[config.mk]
export PLATFORM = sky130hd
export DESIGN_NAME = supply_ctrl_end_flat
export DESIGN_NICKNAME = d
export VERILOG_FILES = /design/src/hdl/display_seq_pkg.sv /design/src/hdl/display_link_if.sv /design/src/hdl/supply_ctrl_end.sv /design/src/flat_wrapper.sv
export SDC_FILE = /design/constraint.sdc
export NUM_CORES = 1
export LEC_CHECK = 0
export BUFFER_PORTS_ARGS = -buffer_cell sky130_fd_sc_hd__buf_2
export CAP_MARGIN = 20
export CORE_AREA = 2 2 102 104
export DETAILED_ROUTE_END_ITERATION = 16
export DIE_AREA = 0 0 104 106
export GPL_ROUTABILITY_DRIVEN = 1
export GPL_TIMING_DRIVEN = 0
export HOLD_SLACK_MARGIN = 0.12
export PLACE_DENSITY = 0.79
export SETUP_SLACK_MARGIN = 0.3
export SYNTH_ARGS = -nofsm -noshare
export SYNTH_HDL_FRONTEND = slang
export SYNTH_SLANG_ARGS = --single-unit
export TNS_END_PERCENT = 20
[constraint.sdc]
create_clock -name aclk -period 2.43 [get_ports aclk]
set_input_delay 0.1215 -clock aclk [delete_from_list [all_inputs] [get_ports aclk]]
set_output_delay 0.1215 -clock aclk [all_outputs]
set_load 0.05 [all_outputs]
[src/hdl/display_seq_pkg.sv]
// Purpose: constants shared by both ends
// Assumes: one 40 MHz clock shared by both ends
// Notes: codes, reset values, timing, offsets
package display_seq_pkg;
  // clock and timing
  localparam int unsigned CLK_HZ            = 40_000_000;
  localparam int unsigned SETTLE_MS         = 100;
  localparam int unsigned SETTLE_CYCLES     = SETTLE_MS * (CLK_HZ / 1000);
  localparam int unsigned INIT_PULSE_US     = 10;
  localparam int unsigned INIT_PULSE_CYCLES = INIT_PULSE_US * (CLK_HZ / 1_000_000);
  localparam int unsigned WAIT_W            = 22;   // holds SETTLE_CYCLES

  // field widths
  localparam int unsigned CONTRAST_W = 8;
  localparam int unsigned LINE_W     = 6;
  localparam int unsigned COL_W      = 7;
  localparam int unsigned PAGE_W     = 3;

  // display commands
  localparam logic [7:0] CMD_DISP_OFF    = 8'hae;
  localparam logic [7:0] CMD_DISP_ON     = 8'haf;
  localparam logic [7:0] CMD_CONTRAST    = 8'h81;
  localparam logic [7:0] CMD_FOLLOW_RAM  = 8'ha4;
  localparam logic [7:0] CMD_ALL_ON      = 8'ha5;
  localparam logic [7:0] CMD_NORMAL      = 8'ha6;
  localparam logic [7:0] CMD_INVERSE     = 8'ha7;
  localparam logic [7:0] CMD_SEG_NORMAL  = 8'ha0;
  localparam logic [7:0] CMD_SEG_REMAP   = 8'ha1;
  localparam logic [7:0] CMD_MUX         = 8'ha8;
  localparam logic [7:0] CMD_SCAN_NORMAL = 8'hc0;
  localparam logic [7:0] CMD_SCAN_REV    = 8'hc8;
  localparam logic [1:0] CMD_START_TOP   = 2'h1;    // 40h..7fh set start line
  localparam logic [4:0] CMD_PAGE_TOP    = 5'h16;   // b0h..b7h set page
  localparam logic [7:0] CLEAR_BYTE      = 8'h00;

  // values after hardware initialisation
  localparam logic [CONTRAST_W-1:0] CONTRAST_RST = 8'h7f;
  localparam logic [LINE_W-1:0]     MUX_RST      = 6'h3f;   // 64 rows
  localparam logic [LINE_W-1:0]     START_RST    = 6'h00;
  localparam logic [COL_W-1:0]      COL_RST      = 7'h00;
  localparam logic [PAGE_W-1:0]     PAGE_RST     = 3'h0;
  localparam logic [COL_W-1:0]      COL_LAST     = 7'h7f;

  // power-up configuration stream
  localparam int unsigned INIT_LEN    = 10;
  localparam int unsigned CLEAR_BYTES = 1024;
  localparam logic [7:0] INIT_SEQ [INIT_LEN] = '{8'ha8, 8'h3f, 8'h81, 8'h7f, 8'ha0,
                                                  8'hc0, 8'h40, 8'ha4, 8'ha6, 8'hb0};

  // controller register map
  localparam logic [3:0] CTRL_OFFS  = 4'h0;
  localparam logic [3:0] STAT_OFFS  = 4'h4;
  localparam int unsigned CTRL_UP   = 0;
  localparam int unsigned CTRL_DOWN = 1;
  localparam int unsigned CTRL_RST  = 2;
  localparam int unsigned CTRL_REFR = 3;
  localparam logic [1:0] RESP_OKAY   = 2'h0;
  localparam logic [1:0] RESP_SLVERR = 2'h2;
endpackage

[src/hdl/display_link_if.sv]
// Purpose: pins between supply controller and display driver
// Assumes: both ends clocked by the same aclk
// Notes: serial bits are msb first, one bit per ser_valid cycle
`timescale 1ns/100ps
interface display_link_if;
  logic logic_supply_en;   // logic supply switch
  logic panel_supply_en;   // panel high-voltage switch
  logic hw_init_n;         // hardware initialisation, active low
  logic ser_valid;         // one serial bit this cycle
  logic ser_bit;           // serial bit value
  logic ser_dc;            // high: display data, low: command

  modport host (output logic_supply_en, output panel_supply_en, output hw_init_n,
                output ser_valid, output ser_bit, output ser_dc);
  modport device (input logic_supply_en, input panel_supply_en, input hw_init_n,
                  input ser_valid, input ser_bit, input ser_dc);
endinterface

[src/hdl/supply_ctrl_end.sv]
// Purpose: controller that sequences supplies and display commands
// Assumes: AXI4-Lite, one access of each kind at a time
// Notes: settle wait is a parameter, short in simulation
`timescale 1ns/100ps
module supply_ctrl_end
  import display_seq_pkg::*;
#(
  parameter int unsigned SETTLE_CYC = display_seq_pkg::SETTLE_CYCLES
)
(
  input  wire logic        aclk,
  input  wire logic        aresetn,
  input  wire logic [3:0]  awaddr,
  input  wire logic        awvalid,
  output logic             awready,
  input  wire logic [31:0] wdata,
  input  wire logic [3:0]  wstrb,
  input  wire logic        wvalid,
  output logic             wready,
  output logic [1:0]       bresp,
  output logic             bvalid,
  input  wire logic        bready,
  input  wire logic [3:0]  araddr,
  input  wire logic        arvalid,
  output logic             arready,
  output logic [31:0]      rdata,
  output logic [1:0]       rresp,
  output logic             rvalid,
  input  wire logic        rready,
  display_link_if.host     link
);

  typedef enum logic [3:0] {ST_OFF, ST_PULSE, ST_SEND_OFF, ST_INIT, ST_CLEAR, ST_PANEL_UP,
                            ST_SETTLE, ST_SEND_ON, ST_RUN, ST_DN_OFF, ST_DN_PANEL, ST_DN_WAIT} state_t;

  state_t        state_ff;       // sequencer state
  logic [10:0]   idx_ff;         // init table or clear byte index
  logic [WAIT_W-1:0] wait_ff;    // pulse and settle timer
  logic          logic_on_ff;    // logic supply switch
  logic          panel_on_ff;    // panel supply switch
  logic          init_n_ff;      // hardware initialisation pin
  logic          disp_on_ff;     // display-on has been sent
  logic          refresh_ff;     // configuration refresh in progress
  logic          aw_held_ff, w_held_ff, awready_ff, wready_ff, bvalid_ff;
  logic [3:0]    awaddr_ff;
  logic [31:0]   wdata_ff;
  logic          wstrb0_ff;
  logic [1:0]    bresp_ff, rresp_ff;
  logic          arready_ff, rvalid_ff;
  logic [31:0]   rdata_ff;
  logic          wr_fire;        // both halves of a write present
  logic [3:0]    req;            // one-cycle control requests
  logic          tx_go;          // sequencer offers a byte
  logic [7:0]    tx_byte;
  logic          tx_dc;
  logic          accept;         // sender takes the offered byte
  logic [7:0]    tx_shift_ff;
  logic [2:0]    tx_cnt_ff;      // bits left after the next one
  logic          tx_busy_ff;
  logic          ser_valid_ff, ser_bit_ff, ser_dc_ff;

  assign wr_fire = aw_held_ff && w_held_ff && !bvalid_ff;
  assign req = (wr_fire && wstrb0_ff && awaddr_ff == CTRL_OFFS) ? wdata_ff[3:0] : 4'h0;

  // write channel: address and data in either order, then response
  always_ff @(posedge aclk) begin
    if (!aresetn) begin
      aw_held_ff <= 1'b0;
      w_held_ff  <= 1'b0;
      awready_ff <= 1'b0;
      wready_ff  <= 1'b0;
      bvalid_ff  <= 1'b0;
      bresp_ff   <= RESP_OKAY;
      awaddr_ff  <= 4'h0;
      wdata_ff   <= 32'h0;
      wstrb0_ff  <= 1'b0;
    end else begin
      if (awvalid && awready_ff) begin
        aw_held_ff <= 1'b1;
        awready_ff <= 1'b0;
        awaddr_ff  <= awaddr;
      end else if (!aw_held_ff && !bvalid_ff) begin
        awready_ff <= 1'b1;
      end
      if (wvalid && wready_ff) begin
        w_held_ff <= 1'b1;
        wready_ff <= 1'b0;
        wdata_ff  <= wdata;
        wstrb0_ff <= wstrb[0];
      end else if (!w_held_ff && !bvalid_ff) begin
        wready_ff <= 1'b1;
      end
      // status is read-only; other offsets answer slave error
      if (wr_fire) begin
        aw_held_ff <= 1'b0;
        w_held_ff  <= 1'b0;
        bvalid_ff  <= 1'b1;
        bresp_ff   <= (awaddr_ff == CTRL_OFFS || awaddr_ff == STAT_OFFS) ? RESP_OKAY : RESP_SLVERR;
      end else if (bvalid_ff && bready) begin
        bvalid_ff <= 1'b0;
      end
    end
  end

  // read channel
  always_ff @(posedge aclk) begin
    if (!aresetn) begin
      arready_ff <= 1'b0;
      rvalid_ff  <= 1'b0;
      rdata_ff   <= 32'h0;
      rresp_ff   <= RESP_OKAY;
    end else if (arvalid && arready_ff) begin
      arready_ff <= 1'b0;
      rvalid_ff  <= 1'b1;
      rresp_ff   <= (araddr == CTRL_OFFS || araddr == STAT_OFFS) ? RESP_OKAY : RESP_SLVERR;
      // control reads zero: its bits are self-clearing requests
      rdata_ff   <= (araddr == STAT_OFFS) ?
                    {24'h0, 4'(state_ff), disp_on_ff, init_n_ff, panel_on_ff, logic_on_ff} : 32'h0;
    end else if (rvalid_ff && rready) begin
      rvalid_ff <= 1'b0;
    end else if (!rvalid_ff) begin
      arready_ff <= 1'b1;
    end
  end

  // byte offered to the sender in each state
  always_comb begin
    tx_go   = 1'b0;
    tx_byte = CMD_DISP_OFF;
    tx_dc   = 1'b0;
    case (state_ff)
      ST_SEND_OFF, ST_DN_OFF: tx_go = 1'b1;
      ST_INIT: begin
        tx_go   = 1'b1;
        tx_byte = INIT_SEQ[idx_ff[3:0]];
      end
      ST_CLEAR: begin
        tx_go   = 1'b1;
        tx_byte = CLEAR_BYTE;
        tx_dc   = 1'b1;
      end
      ST_SEND_ON: begin
        tx_go   = 1'b1;
        tx_byte = CMD_DISP_ON;
      end
      default: tx_go = 1'b0;
    endcase
  end

  assign accept = tx_go && !tx_busy_ff;

  // serialiser, eight cycles per byte, back to back
  always_ff @(posedge aclk) begin
    if (!aresetn) begin
      tx_shift_ff  <= 8'h00;
      tx_cnt_ff    <= 3'h0;
      tx_busy_ff   <= 1'b0;
      ser_valid_ff <= 1'b0;
      ser_bit_ff   <= 1'b0;
      ser_dc_ff    <= 1'b0;
    end else if (accept) begin
      ser_valid_ff <= 1'b1;
      ser_bit_ff   <= tx_byte[7];
      ser_dc_ff    <= tx_dc;
      tx_shift_ff  <= {tx_byte[6:0], 1'b0};
      tx_cnt_ff    <= 3'h6;
      tx_busy_ff   <= 1'b1;
    end else if (tx_busy_ff) begin
      ser_bit_ff  <= tx_shift_ff[7];
      tx_shift_ff <= {tx_shift_ff[6:0], 1'b0};
      tx_cnt_ff   <= tx_cnt_ff - 3'h1;
      tx_busy_ff  <= (tx_cnt_ff != 3'h0);
    end else begin
      ser_valid_ff <= 1'b0;
    end
  end

  // supply and command sequencer
  always_ff @(posedge aclk) begin
    if (!aresetn) begin
      state_ff    <= ST_OFF;
      idx_ff      <= 11'h0;
      wait_ff     <= '0;
      logic_on_ff <= 1'b0;
      panel_on_ff <= 1'b0;
      init_n_ff   <= 1'b1;
      disp_on_ff  <= 1'b0;
      refresh_ff  <= 1'b0;
    end else begin
      case (state_ff)
        ST_OFF: begin
          // RL8 logic supply first
          if (req[CTRL_UP]) begin
            logic_on_ff <= 1'b1;
            init_n_ff   <= 1'b0;
            wait_ff     <= '0;
            state_ff    <= ST_PULSE;
          end
        end
        ST_PULSE: begin
          wait_ff <= wait_ff + 1'b1;
          if (wait_ff == WAIT_W'(INIT_PULSE_CYCLES - 1)) begin
            init_n_ff <= 1'b1;
            state_ff  <= ST_SEND_OFF;
          end
        end
        ST_SEND_OFF: begin
          // RL8 display off before setup
          if (accept) begin
            disp_on_ff <= 1'b0;
            idx_ff     <= 11'h0;
            state_ff   <= ST_INIT;
          end
        end
        ST_INIT: begin
          if (accept) begin
            idx_ff <= (idx_ff == 11'(INIT_LEN - 1)) ? 11'h0 : idx_ff + 11'h1;
            if (idx_ff == 11'(INIT_LEN - 1)) begin
              state_ff <= refresh_ff ? ST_SEND_ON : ST_CLEAR;
            end
          end
        end
        ST_CLEAR: begin
          if (accept) begin
            idx_ff <= (idx_ff == 11'(CLEAR_BYTES - 1)) ? 11'h0 : idx_ff + 11'h1;
            if (idx_ff == 11'(CLEAR_BYTES - 1)) begin
              state_ff <= panel_on_ff ? ST_SEND_ON : ST_PANEL_UP;
            end
          end
        end
        ST_PANEL_UP: begin
          // RL8 panel only after clear has left
          if (!tx_busy_ff) begin
            panel_on_ff <= 1'b1;
            wait_ff     <= '0;
            state_ff    <= ST_SETTLE;
          end
        end
        ST_SETTLE: begin
          // RL9 settle before display on
          wait_ff <= wait_ff + 1'b1;
          if (wait_ff == WAIT_W'(SETTLE_CYC - 1)) begin
            state_ff <= ST_SEND_ON;
          end
        end
        ST_SEND_ON: begin
          if (accept) begin
            disp_on_ff <= 1'b1;
            refresh_ff <= 1'b0;
            state_ff   <= ST_RUN;
          end
        end
        ST_RUN: begin
          if (req[CTRL_DOWN]) begin
            state_ff <= ST_DN_OFF;
          end else if (req[CTRL_RST]) begin
            // RL12 reset then full reinit
            init_n_ff <= 1'b0;
            wait_ff   <= '0;
            state_ff  <= ST_PULSE;
          end else if (req[CTRL_REFR]) begin
            // RL13 reissue configuration
            refresh_ff <= 1'b1;
            idx_ff     <= 11'h0;
            state_ff   <= ST_INIT;
          end
        end
        ST_DN_OFF: begin
          // RL10 display off first
          if (accept) begin
            disp_on_ff <= 1'b0;
            state_ff   <= ST_DN_PANEL;
          end
        end
        ST_DN_PANEL: begin
          if (!tx_busy_ff) begin
            panel_on_ff <= 1'b0;
            wait_ff     <= '0;
            state_ff    <= ST_DN_WAIT;
          end
        end
        ST_DN_WAIT: begin
          // RL11 logic off only after discharge
          wait_ff <= wait_ff + 1'b1;
          if (wait_ff == WAIT_W'(SETTLE_CYC - 1)) begin
            logic_on_ff <= 1'b0;
            state_ff    <= ST_OFF;
          end
        end
        default: state_ff <= ST_OFF;
      endcase
    end
  end

  assign awready = awready_ff;
  assign wready = wready_ff;
  assign bvalid = bvalid_ff;
  assign bresp = bresp_ff;
  assign arready = arready_ff;
  assign rvalid = rvalid_ff;
  assign rdata = rdata_ff;
  assign rresp = rresp_ff;
  assign link.logic_supply_en = logic_on_ff;
  assign link.panel_supply_en = panel_on_ff;
  assign link.hw_init_n = init_n_ff;
  assign link.ser_valid = ser_valid_ff;
  assign link.ser_bit = ser_bit_ff;
  assign link.ser_dc = ser_dc_ff;

endmodule

[src/flat_wrapper.sv]
// flat-port wrapper written by rule: the top's interface ports become plain ports
module supply_ctrl_end_flat import display_seq_pkg::*;
#(
  parameter int unsigned SETTLE_CYC = display_seq_pkg::SETTLE_CYCLES
)
  (aclk, aresetn, awaddr, awvalid, awready, wdata, wstrb, wvalid, wready, bresp, bvalid, bready, araddr, arvalid, arready, rdata, rresp, rvalid, rready, link_logic_supply_en, link_panel_supply_en, link_hw_init_n, link_ser_valid, link_ser_bit, link_ser_dc);
  display_link_if link_i ();
  input  wire logic aclk;
  input  wire logic aresetn;
  input  wire logic [3:0] awaddr;
  input  wire logic awvalid;
  output logic awready;
  input  wire logic [31:0] wdata;
  input  wire logic [3:0] wstrb;
  input  wire logic wvalid;
  output logic wready;
  output logic [1:0] bresp;
  output logic bvalid;
  input  wire logic bready;
  input  wire logic [3:0] araddr;
  input  wire logic arvalid;
  output logic arready;
  output logic [31:0] rdata;
  output logic [1:0] rresp;
  output logic rvalid;
  input  wire logic rready;
  output wire logic [$bits(link_i.logic_supply_en)-1:0] link_logic_supply_en;
  output wire logic [$bits(link_i.panel_supply_en)-1:0] link_panel_supply_en;
  output wire logic [$bits(link_i.hw_init_n)-1:0] link_hw_init_n;
  output wire logic [$bits(link_i.ser_valid)-1:0] link_ser_valid;
  output wire logic [$bits(link_i.ser_bit)-1:0] link_ser_bit;
  output wire logic [$bits(link_i.ser_dc)-1:0] link_ser_dc;
  assign link_logic_supply_en = link_i.logic_supply_en;
  assign link_panel_supply_en = link_i.panel_supply_en;
  assign link_hw_init_n = link_i.hw_init_n;
  assign link_ser_valid = link_i.ser_valid;
  assign link_ser_bit = link_i.ser_bit;
  assign link_ser_dc = link_i.ser_dc;
  supply_ctrl_end #(.SETTLE_CYC(SETTLE_CYC)) u_core (.aclk(aclk), .aresetn(aresetn), .awaddr(awaddr), .awvalid(awvalid), .awready(awready), .wdata(wdata), .wstrb(wstrb), .wvalid(wvalid), .wready(wready), .bresp(bresp), .bvalid(bvalid), .bready(bready), .araddr(araddr), .arvalid(arvalid), .arready(arready), .rdata(rdata), .rresp(rresp), .rvalid(rvalid), .rready(rready), .link(link_i));
endmodule
==> summary.md <==
| Metric | Value |
|---|---|
| Number of antenna violations at the first check in global routing | 0 |
| Maximum fanout encountered on the critical timing path | 3 |
| Global placer's final weighted congestion | 0.943 |
| Length in cells of the worst reg-to-reg path | 7 |
| Count of warnings emitted by yosys | 0 |
| Number of DRC violations after detailed routing | 0 |
| Path type of the worst setup path | flip-flop to flip-flop |
| Data arrival time of the critical path | 2.63 ns |
| Dpl hpwl | 7890 um |
| Clk Latency, worst-skew pair | 0.36 ns |
| Hold depth | 4 |
| H-Tree Depth | 3 |
| Most frequently used flop master after synthesis | dfxtp_1 |
| RSZ-0062 raised after global routing | true |
| Synth-to-Final Area Change | 27.8% |
| Leading area contributor after synthesis | dfxtp_1 |
| EDFF count, synth | 0 |
| Crit Reg-Reg Startpoint | u_core.wait_ff[9] |
| Setup-violating endpoint count in the final report | 0 |
| Share of Yosys cell area claimed by the top area cell type | around 38% |
| Iteration count of the initial detailed-routing pass | 5 |
| Power per cell area | 463 mW/mm^2 |
| Placeable core region | 0.0100 mm^2 |
| Vias per cell | 5.43 |
| WL per Instance | approximately 14 um |
| Total of flip-flops plus latches after synthesis | 82 |
| Initial DRC count | 254 |
| Post-route clock period utilization | 95.6% |
| Pin count of the biggest net entering global routing | 13 |
| Die Y-Extent | 106 um |
| Worst Skew | 0.0101 ns |
| Async set-or-reset flop fraction in the synthesized netlist | 0% |
| Status | complete, no violations |
| Nets | 704 |
| Commonest cells after routing, fill and taps aside | dfxtp_1 (74), nor2_1 (47), nand2_1 (46) |
| Global-route wire length before repair | 19000 um |
| Number of violations of the max-capacitance limit | 0 |
| Slew headroom | 57.2% |
| Area after DPL | 0.00485 mm^2 |
| Initial standard-cell utilization of the core | 43.6% |
| Hold Path Class | input pin to flip-flop |
| Sequential element share of the synthesized area | a little under two fifths |
| Max Freq | between 400 and 500 MHz |
| Actual slew at the worst max-slew pin | 0.637 ns |
| Mapped Cells | 533 |
| Final worst path period need | between 2 and 2.5 ns |
| Overall track demand over capacity in global routing | 20.8% |
| Sort of element at the start of the critical path | flip-flop |
| Destination of the worst register-to-register timing path | u_core.state_ff[2] |
| Count of buffers from port buffering | 40 |
| Fraction of final layout cells with drive strength greater than 1 | about a quarter |
| Overflow left after global routing | 0 |
| Die Footprint | 0.0110 mm^2 |
| Worst hold path endpoint | u_core.wready |
| CTS tree | built |
| Worst voltage drop across the vdd grid | 0.278 mV |
| Reg-to-reg setup timing slack | 0.11 ns |
| Aggregate routed wire length | 11300 um |
| Average cell area after synthesis | 8.17 um^2 |
| Antenna-violating nets left | 0 |
| Diodes inserted | 0 |
| Vias in the first global route | 4040 |
| Count of unique library cells instantiated by Yosys | 64 |
| Vias | 4269 |
| Post-layout utilization of the core | between 50% and 60% |
| Nature of the critical path endpoint | flip-flop |
| TritonCTS sink count | 82 |
| Chip Width | 104 um |
| Final Hold Violating Endpoints | 0 |
| Clock Tree Root | clkbuf_8 |
| Worst endpoint required time | 2.73 ns |
| Cell types occupying the most area after synthesis | dfxtp_1 (38%), buf_4 (5.0%), nor2_1 (4.2%) |
| I/O pin total | 98 |
| Total count of max-transition violations in the final report | 0 |
| Maximum clock insertion buffer count | 2 |
| Post-synth design cell area | 0.00436 mm^2 |
| Clk slew on worst S/H paths | roughly 0.080 ns |
| Final non-filler cell area | between 0.005 and 0.006 mm^2 |
| Hold_sp | wvalid |
| Total power of the final layout | ~2.6 mW |
| Number of buffers created by CTS | 9 |
| Static leakage | 2.10 nW |
| Most frequent standard cell in the layout excluding fill and tap cells | dfxtp_1 |
| Placement Rows | 37 |
-- worst max path at each step --
| stage | slack [ns] | depth (start not counted) | start | endpoint |
|---|---|---|---|---|
| 2_1_floorplan | 0.23 | 7 | u_core.idx_ff[1] | u_core.state_ff[2] |
| 3_3_place_gp | -0.14 | 7 | u_core.wait_ff[9] | u_core.state_ff[2] |
| 3_5_place_dp | -0.18 | 7 | u_core.wait_ff[9] | u_core.state_ff[1] |
| 4_1_cts | 0.12 | 7 | u_core.wait_ff[9] | u_core.state_ff[2] |
| 5_1_grt | 0.06 | 7 | u_core.wait_ff[9] | u_core.state_ff[1] |
| 6_report | 0.11 | 7 | u_core.wait_ff[9] | u_core.state_ff[2] |
-- synthesized netlist by cell type, types with 2 or more instances --
master / number
a211oi_1: 5
a21boi_1: 2
a21oi_1: 36
a221oi_1: 4
a22o_1: 9
a311oi_1: 2
a31oi_1: 2
a32oi_1: 3
and3_1: 5
and3b_1: 3
and4_1: 5
buf_4: 29
clkbuf_1: 28
dfxtp_1: 82
ha_1: 7
inv_1: 17
mux2i_1: 7
nand2_1: 46
nand2b_1: 7
nand3_1: 26
nand3b_1: 2
nand4_1: 16
nor2_1: 49
nor2b_1: 5
nor3_1: 25
nor3b_1: 3
nor4_1: 11
nor4b_1: 5
o211ai_1: 4
o21a_1: 4
o21ai_0: 11
o21ai_1: 7
o31ai_1: 2
or2_2: 2
or3_1: 2
or4_1: 5
or4b_1: 2
xnor2_1: 21
xor2_1: 7
-- routing by layer --
layer | wire (um) | GRT usage (%) | part of all wire [%]
met1 | 5090 | 26.9 | 45
met2 | 5260 | 34.6 | 47
met3 | 664 | 3.49 | 5.9
met4 | 233 | 8.49 | 2.1
met5 | 0 | 0 | 0
-- per-stage QoR --
step / setup TNS [ns] / hold slack (ns) / setup slack (ns) / instances
final: 0 / 0.127 / 0.107 / 786
after global routing: 0 / 0.153 / 0.0602 / 786
after CTS: 0 / 0.132 / 0.116 / 782
after detailed placement: -0.838 / 0.393 / -0.181 / 734
after global placement: -0.421 / 0.390 / -0.141 / 734
after floorplan: 0 / 0.269 / 0.226 / 558
-- state kept, by name, indices dropped and copies added (netlist names), 3 cells and up --
name / cells
u_core.idx_ff: 11
u_core.wait_ff: 22
u_core.tx_shift_ff: 7
u_core.awaddr_ff: 4
u_core.wdata_ff: 4
u_core.state_ff: 4
u_core.rdata: 8
u_core.tx_cnt_ff: 3
-- cells by family (layout without fill, tap and decap cells) --
logic type / after synthesis / after routing / synth area share (%)
simple gates: 226 / 226 / 27.1
compound gates: 105 / 105 / 16.5
flops: 82 / 82 / 37.7
buf+inv: 76 / 168 / 9.05
xor+xnor: 28 / 28 / 5.63
mux: 8 / 8 / 1.87
fa+ha+maj: 7 / 7 / 2.01
other cells: 1 / 26 / 0.0861
-- critical path, cell delays in order, from the launching register on --
cell     delay [ns]
dfxtp_2        0.33
buf_8          0.11
or4_4          0.52
nor4_4         0.22
a31oi_2        0.15
a221o_1        0.36
or4_1          0.49
nand3_1        0.09
-- report_power, final --
group | internal (mW) | switching [mW] | total, mW
logic | 0.0996 | 0.198 | 0.298
registers | 1.36 | 0.0184 | 1.38
clock network | 0.417 | 0.482 | 0.899
total | 1.88 | 0.699 | 2.57
-- layout make-up --
| cell class | instances | area [um^2] |
|---|---|---|
| timing repair buffer | 77 | 538 |
| tap | 136 | 170 |
| inverter | 19 | 71.3 |
| clock inverter | 3 | 15.0 |
| sequential | 82 | 1660 |
| buffer | 57 | 383 |
| multi-input combinational | 400 | 2570 |
| fill | 939 | 4440 |
| clock buffer | 12 | 155 |
-- what timing repair did --
item,in CTS,in global routing
endpoints found under the setup margin,50,45
hold endpoints to repair,13,0
gates resized for setup,40,25
hold buffers,25,0
pin swaps,5,1
setup buffers,8,3
Note: power is estimated with default switching activity, not from simulation.
